===== config.mk =====
export PLATFORM = sky130hd
export DESIGN_NAME = fifo_flag_and_read_echo
export DESIGN_NICKNAME = d
export VERILOG_FILES = /design/src/fifo_flag_pkg.sv /design/src/fifo_flag_and_read_echo.sv
export VERILOG_INCLUDE_DIRS = /design/src
export SDC_FILE = /design/constraint.sdc
export NUM_CORES = 1
export LEC_CHECK = 0
export BUFFER_PORTS_ARGS = -buffer_cell sky130_fd_sc_hd__buf_2
export CAP_MARGIN = 20
export CORE_MARGIN = 2
export CORE_UTILIZATION = 37
export CTS_CLUSTER_DIAMETER = 60
export DETAILED_ROUTE_END_ITERATION = 10
export PLACE_DENSITY = 0.49
export REMOVE_ABC_BUFFERS = 1
export SKIP_CTS_REPAIR_TIMING = 1
export SLEW_MARGIN = 20
export SYNTH_ARGS = -nofsm -noshare
export SYNTH_HDL_FRONTEND = slang
export SYNTH_SLANG_ARGS = --single-unit

===== constraint.sdc =====
create_clock -name clk -period 5.82 [get_ports clk]
set_clock_uncertainty 0.1 [all_clocks]
set_input_delay 1.164 -clock clk [delete_from_list [all_inputs] [get_ports clk]]
set_output_delay 1.164 -clock clk [all_outputs]
set_load 0.02 [all_outputs]

===== src/fifo_flag_consts.svh =====
// Constants for the flag and read-echo block of the dual-clock FIFO.
// Assumes inclusion by bare name from the package and the design file.
`ifndef FIFO_FLAG_CONSTS_SVH
`define FIFO_FLAG_CONSTS_SVH

// Data word width and array capacity in standard mode
`define FF_DATA_WIDTH 36
`define FF_DEPTH 16

// Reset values of the active-low outputs
`define FF_FLAG_RESET 1'b1
`define FF_ECHO_RESET 1'b1
`define FF_READY_RESET 1'b1

// Bench period of the write and read pin clocks, in ns, and system clock period in ns
`define FF_LINK_PERIOD_NS 160
`define FF_CLK_PERIOD_NS 4
`define FF_LINK_PERIOD_CYCLES ((`FF_LINK_PERIOD_NS) / (`FF_CLK_PERIOD_NS))

`endif


===== src/fifo_flag_pkg.sv =====
// Types for the flag and read-echo block of the dual-clock FIFO.
// Assumes the constants header sits in the same folder.
`include "fifo_flag_consts.svh"

package fifo_flag_pkg;

  typedef struct packed {
    logic clock;
    logic enableN;
    logic [`FF_DATA_WIDTH-1:0] data;
  } write_pins_s;

  typedef struct packed {
    logic clock;
    logic enableN;
    logic chipSelectN;
    logic outputEnableN;
  } read_pins_s;

  typedef struct packed {
    logic flagTimingSelect;
    logic fallThroughMode;
    logic asyncReadPort;
  } straps_s;

  // Gray sequence: capture straps, settle, run
  typedef enum logic [1:0] {
    ST_CAPTURE = 2'b00,
    ST_SETTLE = 2'b01,
    ST_RUN = 2'b11
  } mode_state_e;

endpackage : fifo_flag_pkg


===== src/fifo_flag_and_read_echo.sv =====
// Flag and read-side output logic of a dual-clock FIFO, plus its word buffer.
// Assumes all pins are asynchronous to clk; the pin clocks are sampled, not used as clocks.
// How it works
// - Full-side depth is buffer capacity, plus one word in fall-through mode.
// - Synchronous almost-full flag changes only on write clock rising edges.
// - Synchronous almost-full flag rises one write cycle after space is freed.
// - Synchronous almost-empty flag rises one read cycle after the qualifying write.
// - Flag timing select strap is latched after reset release: high synchronous, low asynchronous.
// - Asynchronous almost-full falls on write clock edge, rises on read clock edge.
// - Asynchronous almost-empty falls on read clock edge, rises on write clock edge.
// - Standard mode: echoed read enable is chip select AND read enable, forced high when empty.
// - Echoed read enable changes only on read clock rising edges.
// - Output bus is driven only while chip select and output enable are low.
// - Fall-through: first word loads itself, ready goes low, echo pulses low.
// - Fall-through: read past last word raises ready flag and echo.
// - Asynchronous read port timing exists only in standard mode.
`timescale 1ns/1ps
`include "fifo_flag_consts.svh"

module fifo_buffer #(
  parameter int WIDTH = `FF_DATA_WIDTH,
  parameter int DEPTH = `FF_DEPTH
) (
  // Clock and reset
  input wire logic clk,
  input wire logic reset,
  // Fill side
  input wire logic inValid,
  output logic inReady,
  input wire logic [WIDTH-1:0] inData,
  // Drain side
  output logic outValid,
  input wire logic outReady,
  output logic [WIDTH-1:0] outData,
  // Occupancy
  output logic [$clog2(DEPTH+1)-1:0] count
);
  localparam int AW = $clog2(DEPTH);
  localparam int CW = $clog2(DEPTH+1);

  generate
    if (DEPTH < 2 || (1 << AW) != DEPTH) begin : g_bad_depth
      $error("fifo_buffer depth must be a power of two, at least 2");
    end
  endgenerate

  logic [WIDTH-1:0] mem [DEPTH];
  logic [AW-1:0] wrPtr_q;
  logic [AW-1:0] rdPtr_q;
  logic [CW-1:0] count_q;
  wire doPush = inValid && inReady;
  wire doPop = outValid && outReady;

  assign inReady = (count_q != CW'(DEPTH));
  assign outValid = (count_q != '0);
  assign outData = mem[rdPtr_q];
  assign count = count_q;

  always_ff @(posedge clk) begin
    if (doPush) begin
      mem[wrPtr_q] <= inData;
    end
  end

  always_ff @(posedge clk or posedge reset) begin
    if (reset) begin
      wrPtr_q <= '0;
      rdPtr_q <= '0;
      count_q <= '0;
    end else begin
      wrPtr_q <= wrPtr_q + AW'(doPush);
      rdPtr_q <= rdPtr_q + AW'(doPop);
      count_q <= count_q + CW'(doPush) - CW'(doPop);
    end
  end
endmodule : fifo_buffer

module fifo_flag_and_read_echo #(
  parameter int DEPTH = `FF_DEPTH
) (
  // Clock and reset
  input wire logic clk,
  input wire logic reset,
  // Write port pins
  input wire fifo_flag_pkg::write_pins_s writePins,
  output logic writeReadyN,
  // Read port pins
  input wire fifo_flag_pkg::read_pins_s readPins,
  output logic [`FF_DATA_WIDTH-1:0] dataOutputBus,
  output logic dataOutputEnable,
  output logic echoedReadEnableN,
  output logic outputReadyN,
  // Straps, flags and offsets
  input wire fifo_flag_pkg::straps_s straps,
  input wire logic [$clog2(DEPTH+2)-1:0] fullOffset,
  input wire logic [$clog2(DEPTH+2)-1:0] emptyOffset,
  output logic almostFullFlagN,
  output logic almostEmptyFlagN
);
  import fifo_flag_pkg::*;

  localparam int CW = $clog2(DEPTH+2);
  localparam int FCW = $clog2(DEPTH+1);
  localparam int W = `FF_DATA_WIDTH;

  generate
    if (DEPTH < 2) begin : g_bad_depth
      $error("fifo_flag_and_read_echo needs a depth of at least 2");
    end
  endgenerate

  // Two-stage synchronisers for every pin except the offsets
  write_pins_s wMeta_q, wSync_q;
  read_pins_s rMeta_q, rSync_q;
  straps_s sMeta_q, sSync_q;
  logic wClkPrev_q, rClkPrev_q, rEnPrev_q;

  always_ff @(posedge clk or posedge reset) begin
    if (reset) begin
      wMeta_q <= '0;
      wSync_q <= '0;
      rMeta_q <= '1;
      rSync_q <= '1;
    end else begin
      wMeta_q <= writePins;
      wSync_q <= wMeta_q;
      rMeta_q <= readPins;
      rSync_q <= rMeta_q;
    end
  end
  // Straps keep sampling through reset, so the latch after release sees them
  always_ff @(posedge clk) begin
    sMeta_q <= straps;
    sSync_q <= sMeta_q;
  end

  always_ff @(posedge clk or posedge reset) begin
    if (reset) begin
      wClkPrev_q <= 1'b0;
      rClkPrev_q <= 1'b1; // Matches the synchroniser reset, no false edge
      rEnPrev_q <= 1'b1;
    end else begin
      wClkPrev_q <= wSync_q.clock;
      rClkPrev_q <= rSync_q.clock;
      rEnPrev_q <= rSync_q.enableN;
    end
  end

  wire wEdge = wSync_q.clock && !wClkPrev_q;
  wire rEdge = rSync_q.clock && !rClkPrev_q;
  wire renFall = !rSync_q.enableN && rEnPrev_q;
  wire rdEn = !rSync_q.enableN && !rSync_q.chipSelectN;

  // Straps are caught by a clocked process after reset release
  mode_state_e state_q, state_d;
  logic syncFlags_q, fall_through_mode_q, asyncRd_q;

  always_comb begin
    case (state_q)
      ST_CAPTURE: state_d = ST_SETTLE;
      ST_SETTLE: state_d = ST_RUN;
      ST_RUN: state_d = ST_RUN;
      default: state_d = ST_CAPTURE;
    endcase
  end

  wire running = (state_q == ST_RUN);
  wire latchStraps = (state_q == ST_SETTLE);

  always_ff @(posedge clk or posedge reset) begin
    if (reset) begin
      state_q <= ST_CAPTURE;
      syncFlags_q <= 1'b0;
      fall_through_mode_q <= 1'b0;
      asyncRd_q <= 1'b0;
    end else begin
      state_q <= state_d;
      if (latchStraps) begin
        syncFlags_q <= sSync_q.flagTimingSelect;
        fall_through_mode_q <= sSync_q.fallThroughMode;
        asyncRd_q <= sSync_q.asyncReadPort && !sSync_q.fallThroughMode;
      end
    end
  end

  // Word buffer
  logic fifoInReady, fifoHas;
  logic [W-1:0] fifoData;
  logic [FCW-1:0] fifoCount;
  logic outFull_q;

  wire push = running && wEdge && !wSync_q.enableN;
  // Async read takes the falling read enable instead of the read clock
  wire readCmd = asyncRd_q ? (renFall && !rSync_q.chipSelectN) : (rEdge && rdEn);
  wire fwftLoad = rEdge && fifoHas && (!outFull_q || rdEn);
  wire fwftDrain = rEdge && rdEn && outFull_q && !fifoHas;
  wire pop = running && (fall_through_mode_q ? fwftLoad : (readCmd && fifoHas));

  fifo_buffer #(
    .WIDTH(W),
    .DEPTH(DEPTH)
  ) i_fifo_buffer (
    .clk(clk),
    .reset(reset),
    .inValid(push),
    .inReady(fifoInReady),
    .inData(wSync_q.data),
    .outValid(fifoHas),
    .outReady(pop),
    .outData(fifoData),
    .count(fifoCount)
  );

  // Level seen by the flags counts the output register in fall-through mode
  wire [CW-1:0] level = CW'(fifoCount) + CW'(fall_through_mode_q && outFull_q);
  wire [CW-1:0] maxDepth = fall_through_mode_q ? CW'(DEPTH + 1) : CW'(DEPTH);
  wire [CW-1:0] freeSpace = maxDepth - level;
  wire afCond = (freeSpace <= fullOffset);
  wire aeCond = (level <= emptyOffset);

  // Read side registers
  always_ff @(posedge clk or posedge reset) begin
    if (reset) begin
      outFull_q <= 1'b0;
      dataOutputBus <= '0;
      echoedReadEnableN <= `FF_ECHO_RESET;
      outputReadyN <= `FF_READY_RESET;
    end else begin
      if (pop) begin
        dataOutputBus <= fifoData;
      end
      if (running && fall_through_mode_q) begin
        if (pop) begin
          outFull_q <= 1'b1;
        end else if (fwftDrain) begin
          outFull_q <= 1'b0;
        end
      end
      if (running && rEdge) begin
        if (fall_through_mode_q) begin
          echoedReadEnableN <= !pop;
          outputReadyN <= !(pop || (outFull_q && !fwftDrain));
        end else begin
          echoedReadEnableN <= !(rdEn && fifoHas);
          outputReadyN <= !fifoHas;
        end
      end
    end
  end

  // Bus enable follows chip select and output enable
  always_ff @(posedge clk or posedge reset) begin
    if (reset) begin
      dataOutputEnable <= 1'b0;
      writeReadyN <= 1'b0;
    end else begin
      dataOutputEnable <= !rSync_q.chipSelectN && !rSync_q.outputEnableN;
      writeReadyN <= !fifoInReady;
    end
  end

  // Programmable flags
  always_ff @(posedge clk or posedge reset) begin
    if (reset) begin
      almostFullFlagN <= `FF_FLAG_RESET;
      almostEmptyFlagN <= `FF_FLAG_RESET;
    end else if (running) begin
      if (syncFlags_q) begin
        if (wEdge) begin
          almostFullFlagN <= !afCond;
        end
        if (rEdge) begin
          almostEmptyFlagN <= !aeCond;
        end
      end else begin
        if (wEdge && afCond) begin
          almostFullFlagN <= 1'b0;
        end else if (rEdge && !afCond) begin
          almostFullFlagN <= 1'b1;
        end
        if (rEdge && aeCond) begin
          almostEmptyFlagN <= 1'b0;
        end else if (wEdge && !aeCond) begin
          almostEmptyFlagN <= 1'b1;
        end
      end
    end
  end
endmodule : fifo_flag_and_read_echo


# ---- After elaboration in Yosys (flattened, before gate mapping)
# Memory sizes are Yosys's and may differ from the RTL's. A register that Yosys moved wholly into a read port is not among the register bits.
# Index checks and enable logic that the tools add are counted.
dict set report classes {
  n_reduce_logical 54
  mux 18
  addsub 6
  magnitude_cmp 2
  eq_ne 5
}
# operator count
set op_table {}
lappend op_table {{$logic_and 1x1->1} 27}
lappend op_table {{$mux 1} 17}
lappend op_table {{$logic_not 1->1} 16}
lappend op_table {{$add 5x1->5} 2}
lappend op_table {{$le 5x5->1} 2}
lappend op_table {{$add 4x1->4} 2}
lappend op_table {{$reduce_and 3->1} 2}
lappend op_table {{$reduce_bool 3->1} 2}
lappend op_table {{$ne 5x5->1 const B} 1}
lappend op_table {{$reduce_bool 5->1} 1}
lappend op_table {{$sub 5x1->5} 1}
lappend op_table {{$sub 5x5->5} 1}
lappend op_table {{$ne 2x2->1 const B} 2}
lappend op_table {{$pmux 2 s2} 1}
lappend op_table {{$eq 2x1->1 const B} 1}
lappend op_table {{$eq 2x2->1 const B} 1}
lappend op_table {{$logic_not 2->1} 1}
lappend op_table {{$logic_or 1x1->1} 2}
lappend op_table {{$reduce_and 2->1} 1}
lappend op_table {{$reduce_bool 2->1} 1}
lappend op_table {{$reduce_or 2->1} 1}
dict set report totals {
  n_memories 1
  inputBits 57
  ram_bits 576
  regBits 118
}
# name depth word_bits rd rd_ports_with_merged_regs wr line_no
set mem_list {}
lappend mem_list {i_fifo_buffer.mem 16 36 1 1 1 fifo_flag_and_read_echo.sv:47} ;# logic [WIDTH-1:0] mem [DEPTH];

# ---- Depth between registers and ports, before layout
# Gate-level depths: netlist (run 1).
dict set report logic_depth {
  word_depth 10
  ltp_mapped 15
}

# ---- Hierarchy
# From an unflattened synthesis (run 1), not the netlist that was laid out.
dict set report hier_totals {
  cells_unflattened 1390
  hier_area_um2 27350.0
}
# module area_per_inst_um2 cells_each instances
set modules_own_cells {}
lappend modules_own_cells {fifo_buffer 22704.3 1109 1}
lappend modules_own_cells {fifo_flag_and_read_echo 4645.7 281 1}

# ---- Worst setup path before layout (run 1)
# Ideal clock, no wire load.
dict set report synth_path {
  path_type {register to register}
  start {reg i_fifo_buffer.count_q[2], in the netlist i_fifo_buffer.count[2]}
  end {mem i_fifo_buffer.mem[2][0] (netlist bit), enable pin}
  path_slack_ps 1425
  stages_incl_launch_ff 7
  setup_ps 474
  t_arrival_ps 3821
  required_time_ps 5246
  cell_sequence {dfrtp_1 -> inv_1 -> ha_1 -> and4_1 -> nor3_2 -> nand3b_1 -> nor3_1}
}
dict set report synth_via {
  elab_chain_cells 4
}
# element line_no
set synth_rtl {}
lappend synth_rtl {{start, declared} fifo_flag_and_read_echo.sv:50} ;# logic [CW-1:0] count_q;
lappend synth_rtl {{start signal, assigned} fifo_flag_and_read_echo.sv:73} ;# count_q <= count_q + CW'(doPush) - CW'(doPop);
lappend synth_rtl {{$ne 5x5->1} fifo_flag_and_read_echo.sv:54} ;# assign inReady = (count_q != CW'(DEPTH));
lappend synth_rtl {{$logic_and 1x1->1} fifo_flag_and_read_echo.sv:51} ;# wire doPush = inValid && inReady;
lappend synth_rtl {{$mux 1} fifo_flag_and_read_echo.sv:60} ;# if (doPush) begin
lappend synth_rtl {{$mux 1 (implied by the code)} fifo_flag_and_read_echo.sv:61} ;# mem[wrPtr_q] <= inData;
lappend synth_rtl {{end, declared} fifo_flag_and_read_echo.sv:47}
# No other way between the ends.

# ---- Final worst setup path (run 1)
dict set report layout_path {
  start {reg i_fifo_buffer.count_q[2], in the netlist i_fifo_buffer.count[2]}
  end {reg i_fifo_buffer.count_q[4], in the netlist i_fifo_buffer.count[4]}
}
dict set report layout_via {
  elab_chain_cells 7
  word_cells_on_any_way 11
  cone_classes {add/sub: 2; eq/ne: 1; mux: 1; reduce/logical: 7}
}
# element line_no
set layout_rtl {}
lappend layout_rtl {{branches (longest 6 deep; another with $add 5x1->5)} --}
lappend layout_rtl {{$sub 5x1->5 (*)} fifo_flag_and_read_echo.sv:73}
# Every way passes the cells marked *.
# A chain may end at the register's enable or synchronous reset.

==> qor.log, run 1 <==
[worst_setup_path] crit-path cells inv_1 -> ha_1 -> or4b_4 -> o2111ai_4 -> buf_4 -> inv_2 -> ha_1 -> inv_1 -> ha_1 -> inv_1 -> fa_1 -> inv_1 -> a21oi_1 -> nor2_1 -> nor2_1 -> xnor2_1
[route] number of detailed-routing iterations run before antenna repair 5
[grt] total global routing track utilization 16.0%
[clock_network] library cell used as clock root buffer sky130_fd_sc_hd__clkbuf_16
[power_and_ir_drop] final total power 14.4 mW
[sta] min cycle time layout 3.75 ns
[grt] leftover overflow at the end of global routing 0
[layout] fraction of the core area covered by cells at the end of the flow 43.5%
[die] Die Span X 275 um
[sta] Max Slew Vio Count 0
[worst_setup_path] crit path launch type flop
[yosys] synthesized netlist cell count 1233
[yosys] synthesis warning total 0
[worst_setup_path] required time of the worst setup path 6.21 ns
[layout] final std cells w/o fill 2424
[placement] Buffers on Ports 98
[worst_setup_path] cell count of the worst reg-to-reg path 16
[worst_setup_path] Worst setup EP type flop
[route] Final Routed Wirelength 58900 um
[sta] post-route worst hold slack 0.227 ns
[route] number of nets with antenna violations after routing 0
[layout] number of diodes 0
[run_status] result of the run finished, final reports clean
[placement] GPL Wtd Cong 0.721
[sta] slew at the pin closest to its max-slew limit 1.02 ns
[sta] RSZ-0062 raised after global routing no
[yosys] cell accounting for the most synthesized area sky130_fd_sc_hd__edfxtp_1
[sta] Slew HR 32.2%
[worst_hold_path] depth of the worst hold-timing path 0
[worst_setup_path] Most Frequent Cell on Critical Path sky130_fd_sc_hd__inv_1
[layout] layout cells sized above 1 31.9%
[route] first-iteration detailed-routing DRC count 826
[yosys] Synth Cell Area 0.0273 sq mm
[yosys] number of flops mapped to enable cells by yosys 576
[die] Core Region 0.0730 sq mm
[worst_setup_path] crit path kind flop to flop
[layout] final standard cell area without fillers 0.0317 sq mm
[die] I/O pins 99
[die] vertical die dimension 275 um
[clock_network] clock transition at the register clock pins on the worst setup and hold paths after CTS 0.06 ns
[route] via/cell ratio 5.08
[worst_setup_path] delay of the slowest cell on the worst path 0.63 ns
[grt] antenna violations before repair 0
[clock_network] Clk Latency, worst-skew pair 0.62 ns
[die] initial core utilization 37.4%
[yosys] Commonest cells post-synth sky130_fd_sc_hd__edfxtp_1 (576), sky130_fd_sc_hd__mux4_2 (144), sky130_fd_sc_hd__dfrtp_1 (134), sky130_fd_sc_hd__mux2i_1 (72), sky130_fd_sc_hd__nand2_1 (45)
[sta] setup-violating endpoint count in the final report 0
[clock_network] number of buffers inserted during clock tree synthesis 83
[worst_hold_path] Hold Path Class flop to flop
[placement] cell area reported after detailed placement 0.0291 sq mm
[yosys] portion of synthesized cell area occupied by the leading cell type 63.4%
[yosys] cell types occupying the most area after synthesis sky130_fd_sc_hd__edfxtp_1 (63%), sky130_fd_sc_hd__dfrtp_1 (12%), sky130_fd_sc_hd__mux4_2 (12%), sky130_fd_sc_hd__mux2i_1 (2.6%), sky130_fd_sc_hd__o221ai_2 (1.7%)
[yosys] most instantiated flip-flop cell in the synthesis netlist sky130_fd_sc_hd__edfxtp_1
[yosys] most common cell in the synthesized netlist sky130_fd_sc_hd__edfxtp_1
[run] Max-cap violations 0
[placement] hpwl dp 32900 um
[grt] global-route wire length before repair 88300 um
[grt] via count of the first global-routing pass 13212
[route] mean routed wirelength per cell 24.3 um
[route] DRC violations left 0
[yosys] average cell area after synthesis 22.1 sq um
[power_and_ir_drop] Pwr per Cell Area 453 mW/mm^2
[yosys] flop and latch count out of synthesis 730
[grt] pin count of the biggest net entering global routing 86
[die] area of the die 0.0759 sq mm
[layout] nets@finish 1479
[yosys] sequential area share after synthesis 77.5%
[placement] cell count after placement 2270
[worst_setup_path] Crit Path Max Fanout 38
[yosys] share of synthesized flip-flops with an asynchronous set or reset 20.3%
[clock_network] TritonCTS clock tree yes
[clock_network] number of H-tree branching levels 3
[route] vias after detailed routing 12316
[layout] area added between synthesis and finish 16.4%
[die] cell row count 99
[sta] number of failing hold endpoints at the final stage 0
[sta] maximum clock frequency 0.266 GHz
[clock_network] CTS sink count 730
[clock_network] maximum buffer depth of the clock tree 3
[power_and_ir_drop] leakage component of the power 10.9 nW
[worst_setup_path] Critical-path top delay cell sky130_fd_sc_hd__buf_4
[power_and_ir_drop] worst supply voltage drop on vdd 0.286 mV
[yosys] synth unique cells 52
[worst_setup_path] arrival time of the worst setup path 4.15 ns
[sta] period utilisation layout 64.5%
-- report_power, final --
| part | internal, mW | switching [mW] | total (mW) |
|---|---|---|---|
| combinational | 1.39 | 1.55 | 2.95 |
| sequential | 5.97 | 0.379 | 6.35 |
| clock | 3.03 | 2.05 | 5.08 |
| total | 10.4 | 3.99 | 14.4 |
-- worst paths after layout --
kind,startpoint,end,slack (ns)
max,i_fifo_buffer.count[2],i_fifo_buffer.count[4],2.07
min,sMeta_q[2],sSync_q[2],0.23
max reg2reg,i_fifo_buffer.count[2],i_fifo_buffer.count[4],2.07
min reg2reg,sMeta_q[2],sSync_q[2],0.23
max in group asynchronous,reset,dataOutputBus[20],4.07
min in group asynchronous,reset,wSync_q[26],0.55
-- stage by stage --
stage                     setup TNS (ns)  worst slack, ns
after detailed placement               0             2.04
after global routing                   0             1.85
after floorplan                   -36.42           -0.941
final                                  0             2.07
after CTS                              0             2.02
after global placement                 0             2.08
-- metal layers --
metal | global-route usage (%) | up-vias | share of wire, %
met5 | 0 | - | 0
met4 | 3.78 | 0 | 1.9
met3 | 3.04 | 73 | 4.1
met2 | 26.5 | 265 | 49
met1 | 22.1 | 6609 | 45
li1 | - | 5369 | -
-- logic make-up after synthesis --
logic type / count (synthesis) / share of synthesized area [%]
xor+xnor: 15 / 0.482
simple gates: 102 / 1.88
buf+inv: 80 / 1.66
fa+ha+maj: 26 / 1.22
compound gates: 61 / 2.55
flops: 730 / 77.5
mux: 219 / 14.7
-- worst max-delay path: cells and delay by family (launching register included) --
| kind | cells | cell delay, ns |
|---|---|---|
| adder cells (fa/ha/maj) | 4 | 1.08 |
| buffers and inverters | 6 | 1.07 |
| AND/OR/NAND/NOR | 3 | 0.66 |
| flip-flops | 1 | 0.44 |
| AO/OA/AOI/OAI | 2 | 0.17 |
| XOR/XNOR | 1 | 0.12 |
-- sequential cells by signal, summed over array words and instances, names as in the netlist, 3 cells and up --
| register | cells |
|---|---|
| i_fifo_buffer.wrPtr_q | 4 |
| sSync_q | 3 |
| sMeta_q | 3 |
| rMeta_q | 4 |
| i_fifo_buffer.rdPtr_q | 4 |
| i_fifo_buffer.mem | 576 |
| dataOutputBus | 36 |
| i_fifo_buffer.count | 5 |
| wMeta_q | 38 |
| rSync_q | 4 |
| wSync_q | 38 |
-- cells in the final DEF, fill, tap and decap left out, types with 7 or more instances in the layout --
cell	n
sky130_fd_sc_hd__nor2_1	9
sky130_fd_sc_hd__clkbuf_1	22
sky130_fd_sc_hd__clkbuf_16	83
sky130_fd_sc_hd__nand2_1	45
sky130_fd_sc_hd__mux4_2	144
sky130_fd_sc_hd__dfstp_2	14
sky130_fd_sc_hd__ha_1	25
sky130_fd_sc_hd__nand3_1	9
sky130_fd_sc_hd__bufinv_16	7
sky130_fd_sc_hd__o221ai_2	30
sky130_fd_sc_hd__edfxtp_1	576
sky130_fd_sc_hd__buf_2	98
sky130_fd_sc_hd__inv_1	24
sky130_fd_sc_hd__mux2i_1	72
sky130_fd_sc_hd__buf_4	30
sky130_fd_sc_hd__dfrtp_1	131
sky130_fd_sc_hd__xnor2_1	11
sky130_fd_sc_hd__clkinv_1	16
sky130_fd_sc_hd__nor2_4	12
sky130_fd_sc_hd__clkinv_2	10
-- cell type report --
cell class                      count  area [sq um]
Multi-Input combinational cell    423          5790
Inverter                           26           105
Timing Repair Buffer              132           811
Fill cell                        6201         41200
Sequential cell                   730         21100
Tap cell                          959          1200
Clock inverter                     43           440
Clock buffer                      111          2240
No activity file was read; power rests on OpenSTA's default activity.
==> run 2, diff against run 1 <==
Settings changed: PLACE_DENSITY 0.49 to 0.51.
Clock period 5.82 ns to 3.2 ns, I/O delays scaled along.
==> run 2 against run 1 <==
  * Count of clock-buffer cells in the layout grew 6
  * Critical path depth shrank 1
  * Setup slack lost 1.9 ns
  * Design area grew 2.2%
  * Die area is the same
  * Non-clock buffer count grew 40
  * Maximum frequency grew 25%
==> qor.log, run 2 (synthesis gave the netlist of run 1 again) <==
[route] DRC violations left 0 [unchanged]
[grt] antenna violations before repair 2 [was 0]
[placement] GPL Wtd Cong 0.744 [was 0.721]
[run] Max-cap violations 0 [unchanged]
[sta] period utilisation layout 94.1% [was 64.5%]
[sta] post-route worst hold slack 0.0290 ns [was 0.227 ns]
[worst_setup_path] crit-path cells inv_1 -> ha_1 -> or4b_4 -> o2111ai_4 -> inv_2 -> ha_1 -> inv_1 -> ha_1 -> inv_1 -> fa_1 -> inv_1 -> a21oi_1 -> nor2_1 -> nor2_1 -> xnor2_1 [was inv_1 -> ha_1 -> or4b_4 -> o2111ai_4 -> buf_4 -> inv_2 -> ha_1 -> inv_1 -> ha_1 -> inv_1 -> fa_1 -> inv_1 -> a21oi_1 -> nor2_1 -> nor2_1 -> xnor2_1]
[grt] met3 track demand over resource in global routing 2.91% [was 3.04%]
[layout] max reg flops 576 [unchanged]
[power_and_ir_drop] leakage component of the power 11.2 nW [was 10.9 nW]
[grt] global-route wire length before repair 87100 um [was 88300 um]
[grt] busiest metal layer after global routing met2 [unchanged]
[worst_setup_path] arrival time of the worst setup path 3.40 ns [was 4.15 ns]
[layout] area added between synthesis and finish 19.0% [was 16.4%]
[clock_network] maximum buffer depth of the clock tree 3 [unchanged]
[worst_setup_path] Worst setup EP type flop [unchanged]
[worst_setup_path] Buf/Inv on CP 5 [was 6]
[sta] setup-violating endpoint count in the final report 0 [unchanged]
[placement] cell area reported after detailed placement 0.0295 sq mm [was 0.0291 sq mm]
[worst_setup_path] crit path launch type flop [unchanged]
[power_and_ir_drop] final total power 26.3 mW [was 14.4 mW]
[worst_setup_path] critical path's top delay family adder cells [unchanged]
[sta] Total Negative Setup Slacks 0 ns [unchanged]
[die] initial core utilization 37.4% [unchanged]
[sta] RSZ-0062 raised after global routing no [unchanged]
[layout] number of diodes 0 [unchanged]
[run_status] result of the run finished, final reports clean [unchanged]
[grt] met1 routing resource usage after global routing 22.0% [was 22.1%]
[die] area of the die 0.0759 sq mm [unchanged]
[sta] Max Slew Vio Count 0 [unchanged]
[power_and_ir_drop] Pwr per Cell Area 810 mW/mm^2 [was 453 mW/mm^2]
[worst_setup_path] Crit Path Max Fanout 5 [was 38]
[route] number of nets with antenna violations after routing 0 [unchanged]
[worst_setup_path] delay of the slowest cell on the worst path 0.51 ns [was 0.63 ns]
[grt] via count of the first global-routing pass 13380 [was 13212]
[placement] hpwl dp 31100 um [was 32900 um]
[clock_network] Clk Latency, worst-skew pair 0.63 ns [was 0.62 ns]
[route] number of detailed-routing iterations run before antenna repair 5 [unchanged]
[clock_network] library cell used as clock root buffer sky130_fd_sc_hd__clkbuf_16 [unchanged]
[layout] most common cell after layout, fill and taps aside sky130_fd_sc_hd__edfxtp_1 [unchanged]
[layout] largest reg by FF count i_fifo_buffer.mem [unchanged]
[route] vias after detailed routing 12540 [was 12316]
[clock_network] number of buffers inserted during clock tree synthesis 82 [was 83]
[clock_network] TritonCTS clock tree yes [unchanged]
[layout] final standard cell area without fillers 0.0324 sq mm [was 0.0317 sq mm]
[grt] leftover overflow at the end of global routing 0 [unchanged]
[sta] number of failing hold endpoints at the final stage 0 [unchanged]
[route] Final Routed Wirelength 58000 um [was 58900 um]
[layout] leading cell types in the layout, fill and taps excluded sky130_fd_sc_hd__edfxtp_1 (576), sky130_fd_sc_hd__mux4_2 (144), sky130_fd_sc_hd__dfrtp_1 (130) [was sky130_fd_sc_hd__edfxtp_1 (576), sky130_fd_sc_hd__mux4_2 (144), sky130_fd_sc_hd__dfrtp_1 (131)]
[clock_network] CTS sink count 730 [unchanged]
[die] Core Region 0.0730 sq mm [unchanged]
[worst_setup_path] Critical-path top delay cell sky130_fd_sc_hd__or4b_4 [was sky130_fd_sc_hd__buf_4]
[layout] registers with the most flip-flops i_fifo_buffer.mem x576, wMeta_q x38, wSync_q x38 [unchanged]
[layout] nets@finish 1518 [was 1479]
[die] cell row count 99 [unchanged]
[clock_network] clock transition at the register clock pins on the worst setup and hold paths after CTS 0.06 ns [about the same]
[die] Die Span X 275 um [unchanged]
[die] I/O pins 99 [unchanged]
[route] mean routed wirelength per cell 23.5 um [was 24.3 um]
[sta] slew at the pin closest to its max-slew limit 0.713 ns [was 1.02 ns]
[grt] pin count of the biggest net entering global routing 67 [was 86]
[route] via/cell ratio 5.09 [was 5.08]
[grt] total global routing track utilization 15.8% [was 16.0%]
[sta] min cycle time layout 3.01 ns [was 3.75 ns]
[worst_setup_path] crit path kind flop to flop [unchanged]
[layout] layout cells sized above 1 32.6% [was 31.9%]
[placement] Buffers on Ports 98 [unchanged]
[sta] Slew HR 52.5% [was 32.2%]
[route] first-iteration detailed-routing DRC count 820 [was 826]
[grt] grt met2 use 25.2% [was 26.5%]
[die] vertical die dimension 275 um [unchanged]
[worst_setup_path] Most Frequent Cell on Critical Path sky130_fd_sc_hd__inv_1 [unchanged]
[clock_network] number of H-tree branching levels 3 [unchanged]
[power_and_ir_drop] worst supply voltage drop on vdd 0.493 mV [was 0.286 mV]
[worst_hold_path] Hold Path Class input port to flop [was flop to flop]
[sta] maximum clock frequency 0.332 GHz [was 0.266 GHz]
[worst_setup_path] required time of the worst setup path 3.58 ns [was 6.21 ns]
run 2: changes by cell type in the layout (fill, tap and decap cells not counted), sizes merged:
cell / change
dlygate4sd3: +24
buf: +16
clkbuf: +6
clkinv: -4
inv: -2
bufinv: -1
run 2: area by class of cell:
| cell class | instances | area, sq um |
|---|---|---|
| multi-input combinational | 423 | 5790 |
| clock inverter | 36 | 404 |
| sequential | 730 | 21200 |
| inverter | 26 | 105 |
| fill | 6213 | 40500 |
| clock buffer | 117 | 2320 |
| tap | 959 | 1200 |
| timing repair buffer | 172 | 1470 |
run 2: worst paths after layout:
check	from	end	slack, ns	cells past startpoint
max in group asynchronous	reset	dataOutputBus[5]	1.78	4
min in group asynchronous	reset	wSync_q[31]	0.52	3
hold reg to reg	sMeta_q[0]	sSync_q[0]	0.23	0
setup reg to reg	i_fifo_buffer.count[2]	i_fifo_buffer.count[4]	0.19	15
hold / removal	writePins[16]	wMeta_q[16]	0.03	1
setup / recovery	i_fifo_buffer.count[2]	i_fifo_buffer.count[4]	0.19	15
run 2: through the flow:
stage	utilization (%)	setup WS, ns	instances
final	44.5	0.189	2463
after global routing	44.5	0.0144	2463
after CTS	44.1	0.143	2438
after detailed placement	40.4	0.163	2285
after global placement	40.4	0.166	2285
after floorplan	-	-3.56	1179
run 2: per-layer routing:
metal  wire, um  share of wire, %
met5          0                 0
met4       1510               2.6
met3       2390               4.1
met2      27700                48
met1      26400                46
run 2: where the power goes:
| group | total [mW] | internal [mW] | switching, mW | leakage [nW] |
|---|---|---|---|---|
| sequential | 11.5 | 10.9 | 0.685 | 6.97 |
| combinational | 5.45 | 2.71 | 2.74 | 2.86 |
| clock | 9.28 | 5.56 | 3.72 | 1.33 |
| total | 26.3 | 19.1 | 7.15 | 11.2 |
==> run 3, diff against run 2 <==
--- a/config.mk
+++ b/config.mk
@@ -8,2 +8,3 @@
 export LEC_CHECK = 0
+export ABC_CLOCK_PERIOD_IN_PS = 3200
 export BUFFER_PORTS_ARGS = -buffer_cell sky130_fd_sc_hd__buf_2
@@ -13,2 +14,3 @@
 export CTS_CLUSTER_DIAMETER = 60
+export CTS_CLUSTER_SIZE = 8
 export DETAILED_ROUTE_END_ITERATION = 10
==> constraint.sdc (replaced) <==
create_clock -name clk -period 3.2 [get_ports clk]
set_clock_uncertainty 0.1 [all_clocks]
set_input_delay 0.48 -clock clk [delete_from_list [all_inputs] [get_ports clk]]
set_output_delay 0.48 -clock clk [all_outputs]
set_load 0.02 [all_outputs]
==> run 3 against run 2 <==
  * Sequential power hardly changed
  * Design area increased by 1.8%
  * Clock power grew 9.9%
  * Combinational power is 0.7% higher
==> qor.log, run 3 (synthesis gave the netlist of run 1 again) <==
[run_status] result of the run finished, final reports clean [unchanged]
[grt] met1 routing resource usage after global routing 22.0% [about the same]
[clock_network] Clk Latency, worst-skew pair 0.65 ns [was 0.63 ns]
[worst_setup_path] first element of the critical path i_fifo_buffer.count[2] [unchanged]
[power_and_ir_drop] final total power 27.2 mW [was 26.3 mW]
[route] mean routed wirelength per cell 23.4 um [was 23.5 um]
[worst_setup_path] Crit Path Max Fanout 5 [unchanged]
[worst_setup_path] Most Frequent Cell on Critical Path sky130_fd_sc_hd__inv_1 [unchanged]
[route] number of nets with antenna violations after routing 0 [unchanged]
[worst_setup_path] Worst setup EP type flop [unchanged]
[sta] Max Slew Vio Count 0 [unchanged]
[placement] hpwl dp 31500 um [was 31100 um]
[sta] Slew HR 52.0% [was 52.5%]
[sta] min cycle time layout 3.00 ns [was 3.01 ns]
[clock_network] TritonCTS clock tree yes [unchanged]
[layout] largest reg by FF count i_fifo_buffer.mem [unchanged]
[worst_setup_path] crit path launch type flop [unchanged]
[run] Max-cap violations 0 [unchanged]
[grt] grt met2 use 25.9% [was 25.2%]
[grt] antenna violations before repair 0 [was 2]
[die] initial core utilization 37.4% [unchanged]
[clock_network] number of buffers inserted during clock tree synthesis 103 [was 82]
[worst_setup_path] crit path kind flop to flop [unchanged]
[die] vertical die dimension 275 um [unchanged]
[route] first-iteration detailed-routing DRC count 832 [was 820]
[layout] leading cell types in the layout, fill and taps excluded sky130_fd_sc_hd__edfxtp_1 (576), sky130_fd_sc_hd__mux4_2 (144), sky130_fd_sc_hd__dfrtp_1 (130) [unchanged]
[route] number of detailed-routing iterations run before antenna repair 4 [was 5]
[sta] RSZ-0062 raised after global routing no [unchanged]
[layout] layout cells sized above 1 31.0% [was 32.6%]
[placement] Buffers on Ports 98 [unchanged]
[layout] area added between synthesis and finish 21.1% [was 19.0%]
[power_and_ir_drop] Pwr per Cell Area 824 mW/mm^2 [was 810 mW/mm^2]
[power_and_ir_drop] worst supply voltage drop on vdd 0.467 mV [was 0.493 mV]
[clock_network] library cell used as clock root buffer sky130_fd_sc_hd__clkbuf_16 [unchanged]
[worst_setup_path] worst reg2reg startpoint i_fifo_buffer.count[2] [unchanged]
[clock_network] clock transition at the register clock pins on the worst setup and hold paths after CTS 0.05 ns [was 0.06 ns]
[worst_hold_path] Hold Path Class flop to flop [was input port to flop]
[route] DRC violations left 0 [unchanged]
[grt] pin count of the biggest net entering global routing 82 [was 67]
[layout] number of diodes 0 [unchanged]
[grt] via count of the first global-routing pass 13714 [was 13380]
[worst_hold_path] startpoint of the most critical hold path sMeta_q[2] [was writePins[16]]
[worst_setup_path] crit-path cells inv_1 -> ha_1 -> or4b_4 -> o2111ai_4 -> inv_2 -> ha_1 -> inv_1 -> ha_1 -> inv_1 -> fa_1 -> inv_1 -> a21oi_1 -> nor2_1 -> nor2_1 -> xnor2_1 [unchanged]
[sta] maximum clock frequency 0.333 GHz [was 0.332 GHz]
[worst_setup_path] required time of the worst setup path 3.61 ns [was 3.58 ns]
[clock_network] maximum buffer depth of the clock tree 3 [unchanged]
[layout] final standard cell area without fillers 0.0330 sq mm [was 0.0324 sq mm]
[grt] met3 track demand over resource in global routing 3.15% [was 2.91%]
[clock_network] CTS sink count 730 [unchanged]
[sta] setup-violating endpoint count in the final report 0 [unchanged]
[layout] nets@finish 1563 [was 1518]
[sta] number of failing hold endpoints at the final stage 0 [unchanged]
[layout] fraction of the core area covered by cells at the end of the flow 45.2% [was 44.5%]
[route] vias after detailed routing 12740 [was 12540]
[die] area of the die 0.0759 sq mm [unchanged]
[grt] busiest metal layer after global routing met2 [unchanged]
[worst_setup_path] Critical-path top delay cell sky130_fd_sc_hd__or4b_4 [unchanged]
[layout] max reg flops 576 [unchanged]
[placement] GPL Wtd Cong 0.722 [was 0.744]
[grt] total global routing track utilization 16.0% [was 15.8%]
[layout] registers with the most flip-flops i_fifo_buffer.mem x576, wMeta_q x38, wSync_q x38 [unchanged]
[die] cell row count 99 [unchanged]
[route] Final Routed Wirelength 59100 um [was 58000 um]
[die] I/O pins 99 [unchanged]
[sta] slew at the pin closest to its max-slew limit 0.720 ns [was 0.713 ns]
[worst_setup_path] delay of the slowest cell on the worst path 0.52 ns [was 0.51 ns]
[placement] cell area reported after detailed placement 0.0295 sq mm [about the same]
[clock_network] number of H-tree branching levels 3 [unchanged]
[grt] global-route wire length before repair 88700 um [was 87100 um]
[die] Die Span X 275 um [unchanged]
[grt] leftover overflow at the end of global routing 0 [unchanged]
[die] Core Region 0.0730 sq mm [unchanged]
[worst_setup_path] arrival time of the worst setup path 3.41 ns [was 3.40 ns]
[route] via/cell ratio 5.04 [was 5.09]
[power_and_ir_drop] leakage component of the power 11.4 nW [was 11.2 nW]
[sta] period utilisation layout 93.9% [was 94.1%]
[layout] most common cell after layout, fill and taps aside sky130_fd_sc_hd__edfxtp_1 [unchanged]
## run 3: changes by cell type in the layout (fill, tap and decap cells not counted), moves of 8 or more
cell,delta
sky130_fd_sc_hd__clkbuf_16,+20
sky130_fd_sc_hd__clkinv_1,-8
sky130_fd_sc_hd__dlygate4sd3_1,+22
sky130_fd_sc_hd__clkbuf_1,+55
sky130_fd_sc_hd__clkbuf_8,-8
sky130_fd_sc_hd__clkinv_2,-12
## run 3: through the flow
stage          TNS, ns  instances  setup slack, ns  hold WS [ns]
4_1_cts              0       2482            0.158        -0.205
5_1_grt              0       2528           0.0182         0.230
3_3_place_gp         0       2288            0.170         0.213
2_1_floorplan  -581.70       1179            -3.56         0.210
6_report             0       2528            0.196         0.226
3_5_place_dp         0       2288            0.192         0.213
## run 3: final cells by class
| cell class | instances | area (sq um) |
|---|---|---|
| inverters | 26 | 105 |
| clock inverters | 10 | 181 |
| repair buffers | 196 | 1670 |
| multi-input cells | 423 | 5790 |
| well taps | 959 | 1200 |
| flip-flops and latches | 730 | 21200 |
| clock buffers | 184 | 2910 |
| fillers | 6173 | 39900 |
## run 3: where the power goes
| group | leakage (nW) | switching [mW] | internal, mW | total [mW] |
|---|---|---|---|---|
| Combinational | 2.95 | 2.80 | 2.69 | 5.49 |
| Clock | 1.47 | 3.98 | 6.22 | 10.2 |
| Sequential | 6.97 | 0.654 | 10.9 | 11.5 |
## run 3: path summary, 6_finish.rpt
check                                               to  slack [ns]  cells past startpoint
worst max-delay path            i_fifo_buffer.count[4]        0.20                     15
worst min-delay path                        sSync_q[2]        0.23                      0
worst max register to register  i_fifo_buffer.count[4]        0.20                     15
worst min register to register              sSync_q[2]        0.23                      0
max in group asynchronous                 outputReadyN        1.76                      4
min in group asynchronous                  wMeta_q[26]        0.38                      3
## run 3: metal layers
metal | wire (um) | vias to the layer above | part of all wire [%]
met4 | 1190 | 0 | 2.0
met2 | 29000 | 240 | 49
met1 | 26600 | 6861 | 45
met5 | 0 | - | 0
li1 | - | 5542 | -
met3 | 2290 | 97 | 3.9
## run 3: critical path, delay by kind of cell (launching register included)
kind	cells	cell delay [ns]
fa+ha+maj	4	1.01
xor+xnor	1	0.11
simple gates	3	0.67
flops	1	0.44
buf+inv	5	0.35
compound gates	2	0.18
